File: config.mk
export PLATFORM = sky130hd
export DESIGN_NAME = bus_cycle_seq
export DESIGN_NICKNAME = d
export VERILOG_FILES = /design/src/common/bus_cycle_pkg.sv /design/src/verilog/word_access_sizer.sv /design/src/verilog/bus_cycle_seq.sv
export SDC_FILE = /design/constraint.sdc
export NUM_CORES = 1
export LEC_CHECK = 0
export BUFFER_PORTS_ARGS = -buffer_cell sky130_fd_sc_hd__buf_2
export CORE_MARGIN = 10
export CORE_UTILIZATION = 41
export DETAILED_ROUTE_END_ITERATION = 10
export SLEW_MARGIN = 0
export SYNTH_ARGS = -nofsm -noshare
export SYNTH_HDL_FRONTEND = slang
export SYNTH_SLANG_ARGS = --single-unit
File: constraint.sdc
create_clock -name sys_clk_in -period 3.19 [get_ports sys_clk_in]
set_input_delay 0.957 -clock sys_clk_in [delete_from_list [all_inputs] [get_ports sys_clk_in]]
set_output_delay 0.957 -clock sys_clk_in [all_outputs]
set_load 0.03 [all_outputs]
File: src/common/bus_cycle_pkg.sv
// Contract
// - 16-bit unstack doubles on narrow external stack
// - misaligned unstack stretches unless memory supports it
// - vector fetch aligned, doubles narrow external program
// - slow chip select may stretch any cycle except a free one
// - byte conditional read: read or free, slow-stretch
// - word conditional read: doubles, misaligned stretch
// - byte conditional write: write or free, slow-stretch
// - short branch: three taken, one not
// - short not taken: advance, fetch one word
// - taken branch: compute target, three fetches
// - long branch: four taken, three not
// - prebyte optional cycle: fetch misaligned, free aligned
// - long not taken adds trailing optional cycle
// - program fetch aligned word, doubles narrow external
// - optional cycle turned free never stretched
package bus_cycle_pkg;
  typedef enum logic [3:0] {
    ACC_UNSTACK16  = 4'h0,
    ACC_VECTOR     = 4'h1,
    ACC_CREAD8     = 4'h2,
    ACC_CREAD16    = 4'h3,
    ACC_CWRITE8    = 4'h4,
    ACC_SHORT_BR   = 4'h5,
    ACC_LONG_BR    = 4'h6,
    ACC_PROG_FETCH = 4'h7
  } access_kind_t;

  typedef enum logic [2:0] {
    PH_IDLE   = 3'h0,
    PH_MEM    = 3'h1,
    PH_FREE   = 3'h2,
    PH_PREBYTE = 3'h4,
    PH_REFILL = 3'h5,
    PH_TRAIL  = 3'h6
  } phase_t;

  localparam logic [3:0] SLOW_EXTRA_DEFAULT = 4'h2;
  localparam logic [1:0] REFILL_FETCHES     = 2'h3;
endpackage : bus_cycle_pkg

File: src/verilog/word_access_sizer.sv
`timescale 1ns/100ps
// number of bus cycles for one memory access
module word_access_sizer #(
  parameter int EXTRA_W = 4
) (
  input  wire logic               is_word_in,      // 16-bit access
  input  wire logic               narrow_ext_in,   // 8-bit bus and external target
  input  wire logic               misaligned_in,   // odd address word
  input  wire logic               mis_ok_in,       // target allows one-cycle misaligned
  input  wire logic               slow_cs_in,      // slow chip select range
  input  wire logic [EXTRA_W-1:0] slow_extra_in,   // extra slow-memory cycles
  output logic      [EXTRA_W+1:0] cycles_out       // total bus cycles
);
  always_comb
  begin
    cycles_out = (EXTRA_W+2)'(1);
    if (is_word_in && (narrow_ext_in || (misaligned_in && !mis_ok_in)))
    begin
      cycles_out = (EXTRA_W+2)'(2);
    end
    if (slow_cs_in)
    begin
      cycles_out = cycles_out + (EXTRA_W+2)'(slow_extra_in);
    end
  end
endmodule : word_access_sizer

File: src/verilog/bus_cycle_seq.sv
`timescale 1ns/100ps
module bus_cycle_seq #(
  parameter int EXTRA_W = 4
) (
  input  wire logic                        sys_clk_in,      // 125 MHz clock
  input  wire logic                        rst_n_in,        // async reset, active low
  input  wire logic                        start_in,        // request pulse, taken when ready
  input  wire bus_cycle_pkg::access_kind_t kind_in,         // access kind
  input  wire logic [15:0]                 addr_in,         // data/stack/vector/prebyte address
  input  wire logic [15:0]                 target_in,       // branch destination
  input  wire logic                        do_access_in,    // conditional access performed
  input  wire logic                        taken_in,        // branch taken
  input  wire logic                        narrow_bus_in,   // 8-bit external data bus
  input  wire logic                        external_in,     // target in external memory
  input  wire logic                        mis_ok_in,       // memory allows one-cycle misaligned
  input  wire logic                        slow_cs_in,      // slow chip-select range
  input  wire logic [EXTRA_W-1:0]          slow_extra_in,   // slow extra cycles
  output logic                             ready_out,       // idle, can take request
  output logic                             done_out,        // one-cycle pulse in the first idle cycle after the sequence
  output logic                             rd_strobe_out,   // memory read strobe
  output logic                             wr_strobe_out,   // memory write strobe
  output logic                             prog_fetch_out,  // program word fetch active
  output logic                             queue_adv_out,   // queue advance pulse
  output logic [15:0]                      bus_addr_out     // bus address
);
  initial
  begin
    if (EXTRA_W < 1 || EXTRA_W > 8)
    begin
      $error("EXTRA_W out of range");
    end
  end

  typedef struct packed {
    bus_cycle_pkg::phase_t       ph;
    bus_cycle_pkg::access_kind_t kind;
    logic [EXTRA_W+1:0]          cnt;
    logic [1:0]                  fetches;
    logic                        rd;
    logic                        wr;
    logic                        pf;
    logic                        adv;
    logic                        done;
    logic                        taken;
    logic                        pre_mis;
    logic [15:0]                 addr;
    logic [15:0]                 tgt;
  } state_t;

  state_t st_r;
  state_t st_nxt;

  logic               sz_word;
  logic               sz_mis;
  logic [EXTRA_W+1:0] sz_cycles;
  logic [15:0]        req_addr;

  word_access_sizer #(
    .EXTRA_W (EXTRA_W)
  ) u_sizer (
    .is_word_in    (sz_word),
    .narrow_ext_in (narrow_bus_in && external_in),
    .misaligned_in (sz_mis),
    .mis_ok_in     (mis_ok_in),
    .slow_cs_in    (slow_cs_in),
    .slow_extra_in (slow_extra_in),
    .cycles_out    (sz_cycles)
  );

  // sizing follows the live request in idle, the held access otherwise
  always_comb
  begin
    bus_cycle_pkg::access_kind_t k;
    k = (st_r.ph == bus_cycle_pkg::PH_IDLE) ? kind_in : st_r.kind;
    req_addr = (st_r.ph == bus_cycle_pkg::PH_IDLE) ? addr_in : st_r.addr;
    sz_word = (k != bus_cycle_pkg::ACC_CREAD8) && (k != bus_cycle_pkg::ACC_CWRITE8);
    // vectors and program words are always aligned
    sz_mis = req_addr[0] && (k != bus_cycle_pkg::ACC_VECTOR) && (k != bus_cycle_pkg::ACC_PROG_FETCH)
             && (k != bus_cycle_pkg::ACC_SHORT_BR) && (k != bus_cycle_pkg::ACC_LONG_BR);
  end

  always_comb
  begin
    st_nxt      = st_r;
    st_nxt.adv  = 1'b0;
    st_nxt.done = 1'b0;
    unique case (st_r.ph)
      bus_cycle_pkg::PH_IDLE:
      begin
        st_nxt.rd = 1'b0;
        st_nxt.wr = 1'b0;
        st_nxt.pf = 1'b0;
        if (start_in)
        begin
          st_nxt.kind  = kind_in;
          st_nxt.addr  = addr_in;
          st_nxt.tgt   = {target_in[15:1], 1'b0};
          st_nxt.taken = taken_in;
          st_nxt.pre_mis = addr_in[0];
          st_nxt.cnt   = sz_cycles;
          unique case (kind_in)
            bus_cycle_pkg::ACC_UNSTACK16, bus_cycle_pkg::ACC_VECTOR:
            begin
              st_nxt.ph = bus_cycle_pkg::PH_MEM;
              st_nxt.rd = 1'b1;
              if (kind_in == bus_cycle_pkg::ACC_VECTOR)
              begin
                st_nxt.addr = {addr_in[15:1], 1'b0};
              end
            end
            bus_cycle_pkg::ACC_CREAD8, bus_cycle_pkg::ACC_CREAD16, bus_cycle_pkg::ACC_CWRITE8:
            begin
              if (do_access_in)
              begin
                st_nxt.ph = bus_cycle_pkg::PH_MEM;
                st_nxt.rd = (kind_in != bus_cycle_pkg::ACC_CWRITE8);
                st_nxt.wr = (kind_in == bus_cycle_pkg::ACC_CWRITE8);
              end
              else
              begin
                st_nxt.ph = bus_cycle_pkg::PH_FREE;
              end
            end
            bus_cycle_pkg::ACC_PROG_FETCH:
            begin
              st_nxt.ph   = bus_cycle_pkg::PH_MEM;
              st_nxt.pf   = 1'b1;
              st_nxt.addr = {addr_in[15:1], 1'b0};
            end
            bus_cycle_pkg::ACC_SHORT_BR:
            begin
              if (taken_in)
              begin
                // target is resolved at take, so the first fetch starts at once
                st_nxt.ph      = bus_cycle_pkg::PH_REFILL;
                st_nxt.addr    = {target_in[15:1], 1'b0};
                st_nxt.pf      = 1'b1;
                st_nxt.adv     = 1'b1;
                st_nxt.fetches = bus_cycle_pkg::REFILL_FETCHES - 2'h1;
              end
              else
              begin
                st_nxt.ph   = bus_cycle_pkg::PH_MEM;
                st_nxt.pf   = 1'b1;
                st_nxt.adv  = 1'b1;
                st_nxt.addr = {addr_in[15:1], 1'b0};
              end
            end
            bus_cycle_pkg::ACC_LONG_BR:
            begin
              st_nxt.ph = bus_cycle_pkg::PH_PREBYTE;
              st_nxt.pf = addr_in[0];
              st_nxt.addr = {addr_in[15:1], 1'b0};
              st_nxt.cnt = addr_in[0] ? sz_cycles : (EXTRA_W+2)'(1);
            end
            default:
            begin
              st_nxt.ph = bus_cycle_pkg::PH_IDLE;
            end
          endcase
        end
      end
      bus_cycle_pkg::PH_MEM, bus_cycle_pkg::PH_PREBYTE, bus_cycle_pkg::PH_REFILL, bus_cycle_pkg::PH_TRAIL:
      begin
        if (st_r.cnt > (EXTRA_W+2)'(1))
        begin
          st_nxt.cnt = st_r.cnt - (EXTRA_W+2)'(1);
        end
        else if (st_r.ph == bus_cycle_pkg::PH_PREBYTE)
        begin
          // taken: refill from target; not taken: one fetch before the trailing cycle
          st_nxt.ph  = bus_cycle_pkg::PH_REFILL;
          st_nxt.pf  = 1'b1;
          st_nxt.adv = 1'b1;
          st_nxt.cnt = sz_cycles;
          if (st_r.taken)
          begin
            st_nxt.addr    = st_r.tgt;
            st_nxt.fetches = bus_cycle_pkg::REFILL_FETCHES - 2'h1;
          end
          else
          begin
            st_nxt.addr    = st_r.addr + 16'h0002;
            st_nxt.fetches = 2'h0;
          end
        end
        else if (st_r.ph == bus_cycle_pkg::PH_REFILL && st_r.fetches != 2'h0)
        begin
          st_nxt.fetches = st_r.fetches - 2'h1;
          st_nxt.addr    = st_r.addr + 16'h0002;
          st_nxt.cnt     = sz_cycles;
          st_nxt.adv     = 1'b1;
        end
        else if (st_r.ph == bus_cycle_pkg::PH_REFILL && !st_r.taken)
        begin
          // trailing optional cycle is the opposite of the prebyte one
          st_nxt.ph   = bus_cycle_pkg::PH_TRAIL;
          st_nxt.pf   = !st_r.pre_mis;
          st_nxt.adv  = !st_r.pre_mis;
          st_nxt.addr = st_r.addr + 16'h0002;
          st_nxt.cnt  = st_r.pre_mis ? (EXTRA_W+2)'(1) : sz_cycles;
        end
        else
        begin
          st_nxt.ph   = bus_cycle_pkg::PH_IDLE;
          st_nxt.rd   = 1'b0;
          st_nxt.wr   = 1'b0;
          st_nxt.pf   = 1'b0;
          st_nxt.done = 1'b1;
        end
      end
      bus_cycle_pkg::PH_FREE:
      begin
        st_nxt.ph   = bus_cycle_pkg::PH_IDLE;
        st_nxt.done = 1'b1;
      end
      default:
      begin
        st_nxt.ph = bus_cycle_pkg::PH_IDLE;
      end
    endcase
  end

  always_ff @(posedge sys_clk_in or negedge rst_n_in)
  begin
    if (!rst_n_in)
    begin
      st_r <= '0;
    end
    else
    begin
      st_r <= st_nxt;
    end
  end

  assign ready_out      = (st_r.ph == bus_cycle_pkg::PH_IDLE);
  assign done_out       = st_r.done;
  assign rd_strobe_out  = st_r.rd;
  assign wr_strobe_out  = st_r.wr;
  assign prog_fetch_out = st_r.pf;
  assign queue_adv_out  = st_r.adv;
  assign bus_addr_out   = st_r.addr;
endmodule : bus_cycle_seq

# Word-level counts from Yosys, hierarchy flattened
# Cells that the tools add are included.
[word_totals]
regBits = 53
latchBits = 0
ram_bits = 0
romBits = 0
inputBits = 49
memories = 0
[classes]
add_sub_neg = 4
multipliers = 0
n_div = 0
magnitude_cmp = 1
n_eq_ne = 30
shifts = 0
n_mux = 51
n_bitwise = 0
n_reduce_logical = 31
[ops]
columns = ["cell", "count"]
rows = [
  ["two-way mux 16 bit", 6],
  ["case mux 16 bit (3 select lines)", 1],
  ["two-way mux 6 bit", 7],
  ["two-way mux 32 bit", 1],
  ["case mux 16 bit (2 select lines)", 1],
  ["case mux 12 bit (2 select lines)", 1],
  ["two-way mux 2 bit", 10],
  ["!= test 4 x 3 -> 1 bit (second input constant)", 5],
  ["two-way mux 19 bit", 1],
  ["two-way mux 3 bit", 6],
  ["adder 16 x 2 -> 16 bit (second input constant)", 1],
  ["equality test 4 x 3 -> 1 bit (second input constant)", 4],
  ["!= test 2 bit (second input constant)", 6],
  ["case mux 3 bit (4 select lines)", 1],
  ["logical AND 1 bit", 10],
  ["equality test 3 bit (second input constant)", 3],
  ["two-way mux 1 bit", 9],
  ["AND reduction 3 bit", 3],
  ["equality test 4 x 2 -> 1 bit (second input constant)", 2],
  ["two-way mux 8 bit", 1],
  ["two-way mux 7 bit", 1],
  ["> comparator 6 x 1 -> 1 bit (second input constant)", 1],
  ["!= test 3 bit (second input constant)", 2],
  ["case mux 1 bit (2 select lines)", 3],
  ["25 further kinds", 31],
]

# Depth between registers and ports, before layout
[logic_depth]
ltp_word = 19
depth_mapped = 12

# Modules after synthesis
# Synthesis repeated with hierarchy kept, for this count alone.
[hier_totals]
hier_cells = 465
area_unflattened_um2 = 3846.2
[modules_own_cells]
columns = ["mod", "n_inst", "cells_per_inst", "area_each_um2", "seq_area_each_um2"]
rows = [
  ["bus_cycle_seq", 1, 446, 3702.3, 1326.3],
  ["word_access_sizer", 1, 19, 143.9, 0.0],
]

# Worst setup path after synthesis
# OpenSTA, ideal clock, no wires.
[synth_path]
path_kind = "input port to flip-flop"
from = "in kind_in[1]"
to = "reg st_r[42] (netlist bit)"
setup_time_ns = 0.128
t_arrival_ns = 2.710
required_ns = 3.062
setup_slack_ns = 0.352
stages = 11
n_path_buf = 1
path_cell_list = "clkbuf_1 > nor3_1 > a31oi_1 > nand3_1 > and3_1 > inv_1 > ha_1 > fa_1 > and2_1 > a41oi_1 > o21ai_0"
[synth_via]
elab_chain_len = 18
elab_cells_between_ends = 28
cone_classes = "1 x add/sub; 7 x eq/ne; 12 x mux; 8 x reduce/logical"
[synth_rtl]
columns = ["element", "line_no", "rtl"]
rows = [
  ["start: declaration", "bus_cycle_seq.sv:8", "input wire bus_cycle_pkg::access_kind_t kind_in,"],
  ["two-way mux 4 bit", "bus_cycle_seq.sv:74", "k = (st_r.ph == bus_cycle_pkg::PH_IDLE) ? kind_in : st_r.kind;"],
  ["!= test 4 x 1 -> 1 bit", "bus_cycle_seq.sv:78", "sz_mis = req_addr[0] && (k != bus_cycle_pkg::ACC_VECTOR) && (k != bus_cycle_pkg::ACC_PROG_FETCH)"],
  ["logical AND 1 bit (2 in a row)", "bus_cycle_seq.sv:78", ""],
  ["logical AND 1 bit (2 in a row)", "bus_cycle_seq.sv:79", "&& (k != bus_cycle_pkg::ACC_SHORT_BR) && (k != bus_cycle_pkg::ACC_LONG_BR);"],
  ["logical AND 1 bit", "word_access_sizer.sv:17", "if (is_word_in && (narrow_ext_in || (misaligned_in && !mis_ok_in)))"],
  ["logical OR 1 bit", "word_access_sizer.sv:17", ""],
  ["logical AND 1 bit", "word_access_sizer.sv:17", ""],
  ["two-way mux 2 bit", "word_access_sizer.sv:17", ""],
  ["adder 2 x 4 -> 5 bit", "word_access_sizer.sv:23", "cycles_out = cycles_out + (EXTRA_W+2)'(slow_extra_in);"],
  ["two-way mux 6 bit", "word_access_sizer.sv:21", "if (slow_cs_in)"],
  ["two-way mux 6 bit", "bus_cycle_seq.sv:201", "st_nxt.cnt = st_r.pre_mis ? (EXTRA_W+2)'(1) : sz_cycles;"],
  ["two-way mux 6 bit", "bus_cycle_seq.sv:194", "else if (st_r.ph == bus_cycle_pkg::PH_REFILL && !st_r.taken)"],
  ["two-way mux 6 bit", "bus_cycle_seq.sv:187", "else if (st_r.ph == bus_cycle_pkg::PH_REFILL && st_r.fetches != 2'h0)"],
  ["two-way mux 8 bit", "bus_cycle_seq.sv:169", "else if (st_r.ph == bus_cycle_pkg::PH_PREBYTE)"],
  ["two-way mux 6 bit", "bus_cycle_seq.sv:165", "if (st_r.cnt > (EXTRA_W+2)'(1))"],
  ["case mux 12 bit (2 select lines) (*)", "bus_cycle_seq.sv:87", "unique case (st_r.ph)"],
  ["end signal: assignment", "bus_cycle_seq.sv:232", "st_r <= st_nxt;"],
  ["end: declaration", "bus_cycle_seq.sv:50", "state_t st_r;"],
]
# Mark *: on every way between the ends. The rest lies on a longest branch, timed or not. The select of a mux whose other input is x is not followed.
# A chain may end at the register's enable or synchronous reset.

# Worst setup path after layout
[layout_path]
from = "in narrow_bus_in"
to = "reg st_r[42] (netlist bit)"
[layout_via]
elab_chain_len = 12
elab_cells_between_ends = 15
cone_classes = "1 x add/sub; 11 x mux; 3 x reduce/logical"
[layout_rtl]
columns = ["element", "line_no", "rtl"]
rows = [
  ["start: declaration", "bus_cycle_seq.sv:13", "input wire logic narrow_bus_in,"],
  ["logical AND 1 bit (*)", "bus_cycle_seq.sv:62", ".narrow_ext_in (narrow_bus_in && external_in),"],
  ["logical OR 1 bit (*)", "word_access_sizer.sv:17", ""],
  ["logical AND 1 bit (*)", "word_access_sizer.sv:17", ""],
  ["two-way mux 2 bit (*)", "word_access_sizer.sv:17", ""],
  ["adder 2 x 4 -> 5 bit", "word_access_sizer.sv:23", ""],
  ["two-way mux 6 bit (*)", "word_access_sizer.sv:21", ""],
  ["two-way mux 6 bit", "bus_cycle_seq.sv:201", ""],
  ["two-way mux 6 bit", "bus_cycle_seq.sv:194", ""],
  ["two-way mux 6 bit", "bus_cycle_seq.sv:187", ""],
  ["two-way mux 8 bit", "bus_cycle_seq.sv:169", ""],
  ["two-way mux 6 bit", "bus_cycle_seq.sv:165", ""],
  ["case mux 12 bit (2 select lines) (*)", "bus_cycle_seq.sv:87", ""],
]
# Marked as above.

==> impl_metrics.sql <==
INSERT INTO impl_metrics (metric_group, metric, value, unit) VALUES
('route', 'detail-route-antenna-nets', '0', ''),
('timing', 'relSlewSlack', '53.3', '%'),
('timing', 'timing_hold_violations_final', '0', ''),
('worst_setup_path', 'slowest_delay', '0.41', 'ns'),
('worst_setup_path', 'timing.critical_path.cells', 'buf_2 > and2_0 > a311oi_1 > nand3_1 > and3_1 > inv_1 > ha_1 > fa_1 > and2_1 > a41oi_1 > o21ai_0', ''),
('cts', 'ctsHoldBuffers', '0', ''),
('route', 'wl_per_cell', '17.6', 'um'),
('timing', 'finalHoldWorstSlack', '0.485', 'ns'),
('cts', 'ctsHtreeMaxLevel', '2', ''),
('status', 'outcome', 'finished, final reports clean', ''),
('cts', 'cts_tree', 'yes', ''),
('worst_setup_path', 'path_max_fanout', '5', ''),
('timing', 'fin_ws', '0.454', 'ns'),
('synthesis', 'synth_sequential_area_ratio', '35.8', '%'),
('worst_setup_path', 'cp-start-kind', 'input pin', ''),
('final_layout', 'layout-drive-gt1-share', '20.8', '%'),
('die', 'boundary_pin_count', '71', ''),
('synthesis', 'mean_area_per_synthesized_cell', '8.19', 'um2'),
('synthesis', 'postSynthCellCount', '453', ''),
('worst_setup_path', 'worstPathRequired', '3.40', 'ns'),
('hold_path', 'hold-path-cell-count', '2', ''),
('timing', 'final.setup.tns', '0', 'ns'),
('grt', 'grt_pass1_vias', '3501', ''),
('placement', 'gp_congestion', '0.838', ''),
('hold_path', 'min_delay_worst_endpoint', 'st_r[5]$_DFFE_PN0P_', ''),
('synthesis', 'asyncSetResetFlopFracSynth', '100', '%'),
('cts', 'tritoncts_num_sinks', '53', ''),
('cts', 'cts_buffers', '5', ''),
('final_layout', 'finish.cell_count_without_fillers', '612', ''),
('synthesis', 'ys.warnings.count', '0', ''),
('timing', 'timing.clock.skew', '0.0120', 'ns'),
('timing', 'timing.final.crit_share', '85.8', '%'),
('cts', 'clkTransAtPathRegs', '0.10', 'ns'),
('final_layout', 'area_growth_syn_to_layout', '11.6', '%'),
('route', 'vias', '3422', ''),
('die', 'initial_core_util', '42.3', '%'),
('die', 'die-area', '13300', 'um2'),
('cts', 'root_buffer_cell', 'sky130_fd_sc_hd__clkbuf_8', ''),
('die', 'fp-row-count', '34', ''),
('final_layout', 'diodes', '0', ''),
('worst_setup_path', 'cpMaxStageDelayCell', 'sky130_fd_sc_hd__fa_1', ''),
('power_and_ir_drop', 'irDropWorstVdd', '0.000410', 'V'),
('final_layout', 'final_net_count', '559', ''),
('hold_path', 'timing.hold.worst.class', 'reg -> reg', ''),
('grt', 'grt_antenna_before_repair', '0', ''),
('synthesis', 'synth.distinct_cells', '69', ''),
('timing', 'finalCriticalPeriod', '2.74', 'ns'),
('timing', 'max_clock_freq', '0.366', 'GHz'),
('cts', 'cts_max_path_buffers', '2', ''),
('timing', 'timing.final.max_slew_violations', '0', ''),
('worst_setup_path', 'timing.critical_path.to_type', 'flip-flop', ''),
('placement', 'count_of_port_buffers_added_during_placement', '69', ''),
('synthesis', 'netlist_area', '3710', 'um2'),
('route', 'drt_iter0_drc', '213', ''),
('grt', 'grt_start_max_net_pins', '54', ''),
('worst_setup_path', 'crit_arrival', '2.94', 'ns'),
('synthesis', 'number_of_synthesized_flops_with_an_enable_pin', '0', ''),
('hold_path', 'holdCritStartpoint', 'st_r[5]$_DFFE_PN0P_', ''),
('synthesis', 'mappedNetlistNets', '509', ''),
('worst_setup_path', 'critPathKind', 'in -> reg', ''),
('die', 'die_x', '115', 'um'),
('worst_setup_path', 'timing.reg2reg.setup_slack', '0.64', 'ns'),
('worst_setup_path', 'depth_of_the_most_critical_reg_to_reg_path', '11', ''),
('timing', 'setup_repair_after_global_routing_missed_its_margin', 'no', ''),
('grt', 'grt_usage', '16.5', '%'),
('route', 'drtPass1Iterations', '4', ''),
('power_and_ir_drop', 'power_density_over_the_cells', '975', 'nW/um2'),
('cts', 'worst_skew_pair.late_latency', '0.31', 'ns'),
('placement', 'pre_cts_ws', '0.132', 'ns'),
('route', 'wirelength', '10800', 'um'),
('grt', 'grt_first_pass_wirelength', '17800', 'um');
-- worst max-delay path by stage --
| stage | start | end |
|---|---|---|
| after global routing | narrow_bus_in | st_r[42]$_DFFE_PN0P_ |
| after global placement | narrow_bus_in | st_r[42]$_DFFE_PN0P_ |
| after CTS | narrow_bus_in | st_r[42]$_DFFE_PN0P_ |
| after detailed placement | narrow_bus_in | st_r[42]$_DFFE_PN0P_ |
| final | narrow_bus_in | st_r[42]$_DFFE_PN0P_ |
| after floorplan | kind_in[1] | st_r[42]$_DFFE_PN0P_ |
-- layout by cell type (no fill, tap or decap), types with 4 or more instances in the layout --
cell / synthesis / final
sky130_fd_sc_hd__nor2_1: 19 / 19
sky130_fd_sc_hd__buf_2: 8 / 69
sky130_fd_sc_hd__a21oi_1: 24 / 24
sky130_fd_sc_hd__nand2b_1: 5 / 5
sky130_fd_sc_hd__nand3_1: 16 / 16
sky130_fd_sc_hd__nand2_1: 90 / 90
sky130_fd_sc_hd__o22ai_1: 5 / 5
sky130_fd_sc_hd__inv_1: 14 / 14
sky130_fd_sc_hd__nor2b_1: 7 / 7
sky130_fd_sc_hd__and3_1: 7 / 7
sky130_fd_sc_hd__clkbuf_8: 0 / 5
sky130_fd_sc_hd__buf_4: 18 / 13
sky130_fd_sc_hd__ha_1: 6 / 6
sky130_fd_sc_hd__nor3_1: 11 / 11
sky130_fd_sc_hd__o221ai_1: 4 / 4
sky130_fd_sc_hd__o21ai_0: 46 / 46
sky130_fd_sc_hd__a31oi_1: 6 / 6
sky130_fd_sc_hd__mux2i_1: 13 / 13
sky130_fd_sc_hd__xnor2_1: 8 / 8
sky130_fd_sc_hd__o22a_1: 7 / 7
sky130_fd_sc_hd__dfrtp_1: 53 / 53
-- Yosys cell counts, drive strengths merged, types with 6 or more instances --
cell	n	area [um2]
inv	15	56.3
nand3	16	80.1
a31oi	6	37.5
mux2i	13	130
nor2b	7	43.8
o22a	7	61.3
ha	6	75.1
dfrtp	53	1330
nor3	11	55.1
o21ai	48	244
buf	29	209
xnor2	8	70.1
clkbuf	11	41.3
and3	7	43.8
a21oi	24	120
nor2	20	77.6
nand2	90	338
-- through the flow --
| stage | util (%) | instance area (um2) |
|---|---|---|
| 2_1_floorplan | - | 3710 |
| 3_3_place_gp | 46.3 | 4060 |
| 3_5_place_dp | 46.3 | 4060 |
| 4_1_cts | 47.2 | 4140 |
| 5_1_grt | 47.2 | 4140 |
| 6_report | 47.2 | 4140 |
-- critical path, delay by kind of cell --
kind	cells	cell delay (ns)
AND/OR/NAND/NOR	4	0.68
adder cells (fa/ha/maj)	2	0.59
AO/OA/AOI/OAI	3	0.55
buffers and inverters	2	0.15
-- layout make-up --
| cell class | count | area, um2 |
|---|---|---|
| clock inverter | 2 | 10.0 |
| multi-input combinational | 345 | 2080 |
| sequential | 53 | 1330 |
| inverter | 15 | 56.3 |
| timing repair buffer | 83 | 463 |
| fill | 881 | 4620 |
| tap | 108 | 135 |
| clock buffer | 6 | 72.6 |
-- metal layers --
layer	share of wire, %	GRT usage, %	wire (um)	vias to the layer above
met5	0	0	0	-
met4	1.3	4.79	139	0
met3	5.4	3.96	586	10
met2	47	26.1	5020	74
met1	47	21.8	5020	1634
li1	-	-	-	1704
-- state kept, by name, summed over array words and instances, names as in the netlist --
name and cells:
bus_addr_out 16, queue_adv_out 1, prog_fetch_out 1, wr_strobe_out 1
rd_strobe_out 1, done_out 1, st_r 32
-- cells by family after synthesis --
family / after synthesis / synth area share, %
fa+ha+maj: 7 / 2.56
buf+inv: 55 / 8.26
mux: 16 / 4.42
flops: 53 / 35.8
simple gates: 177 / 22.5
xor+xnor: 10 / 2.36
compound gates: 135 / 24.1
-- power by group --
part / switching, mW / total [mW] / internal (mW)
sequential: 0.266 / 1.24 / 0.973
clock: 0.234 / 0.388 / 0.153
combinational: 1.50 / 2.41 / 0.910
Note: power is estimated with default switching activity, not from simulation.
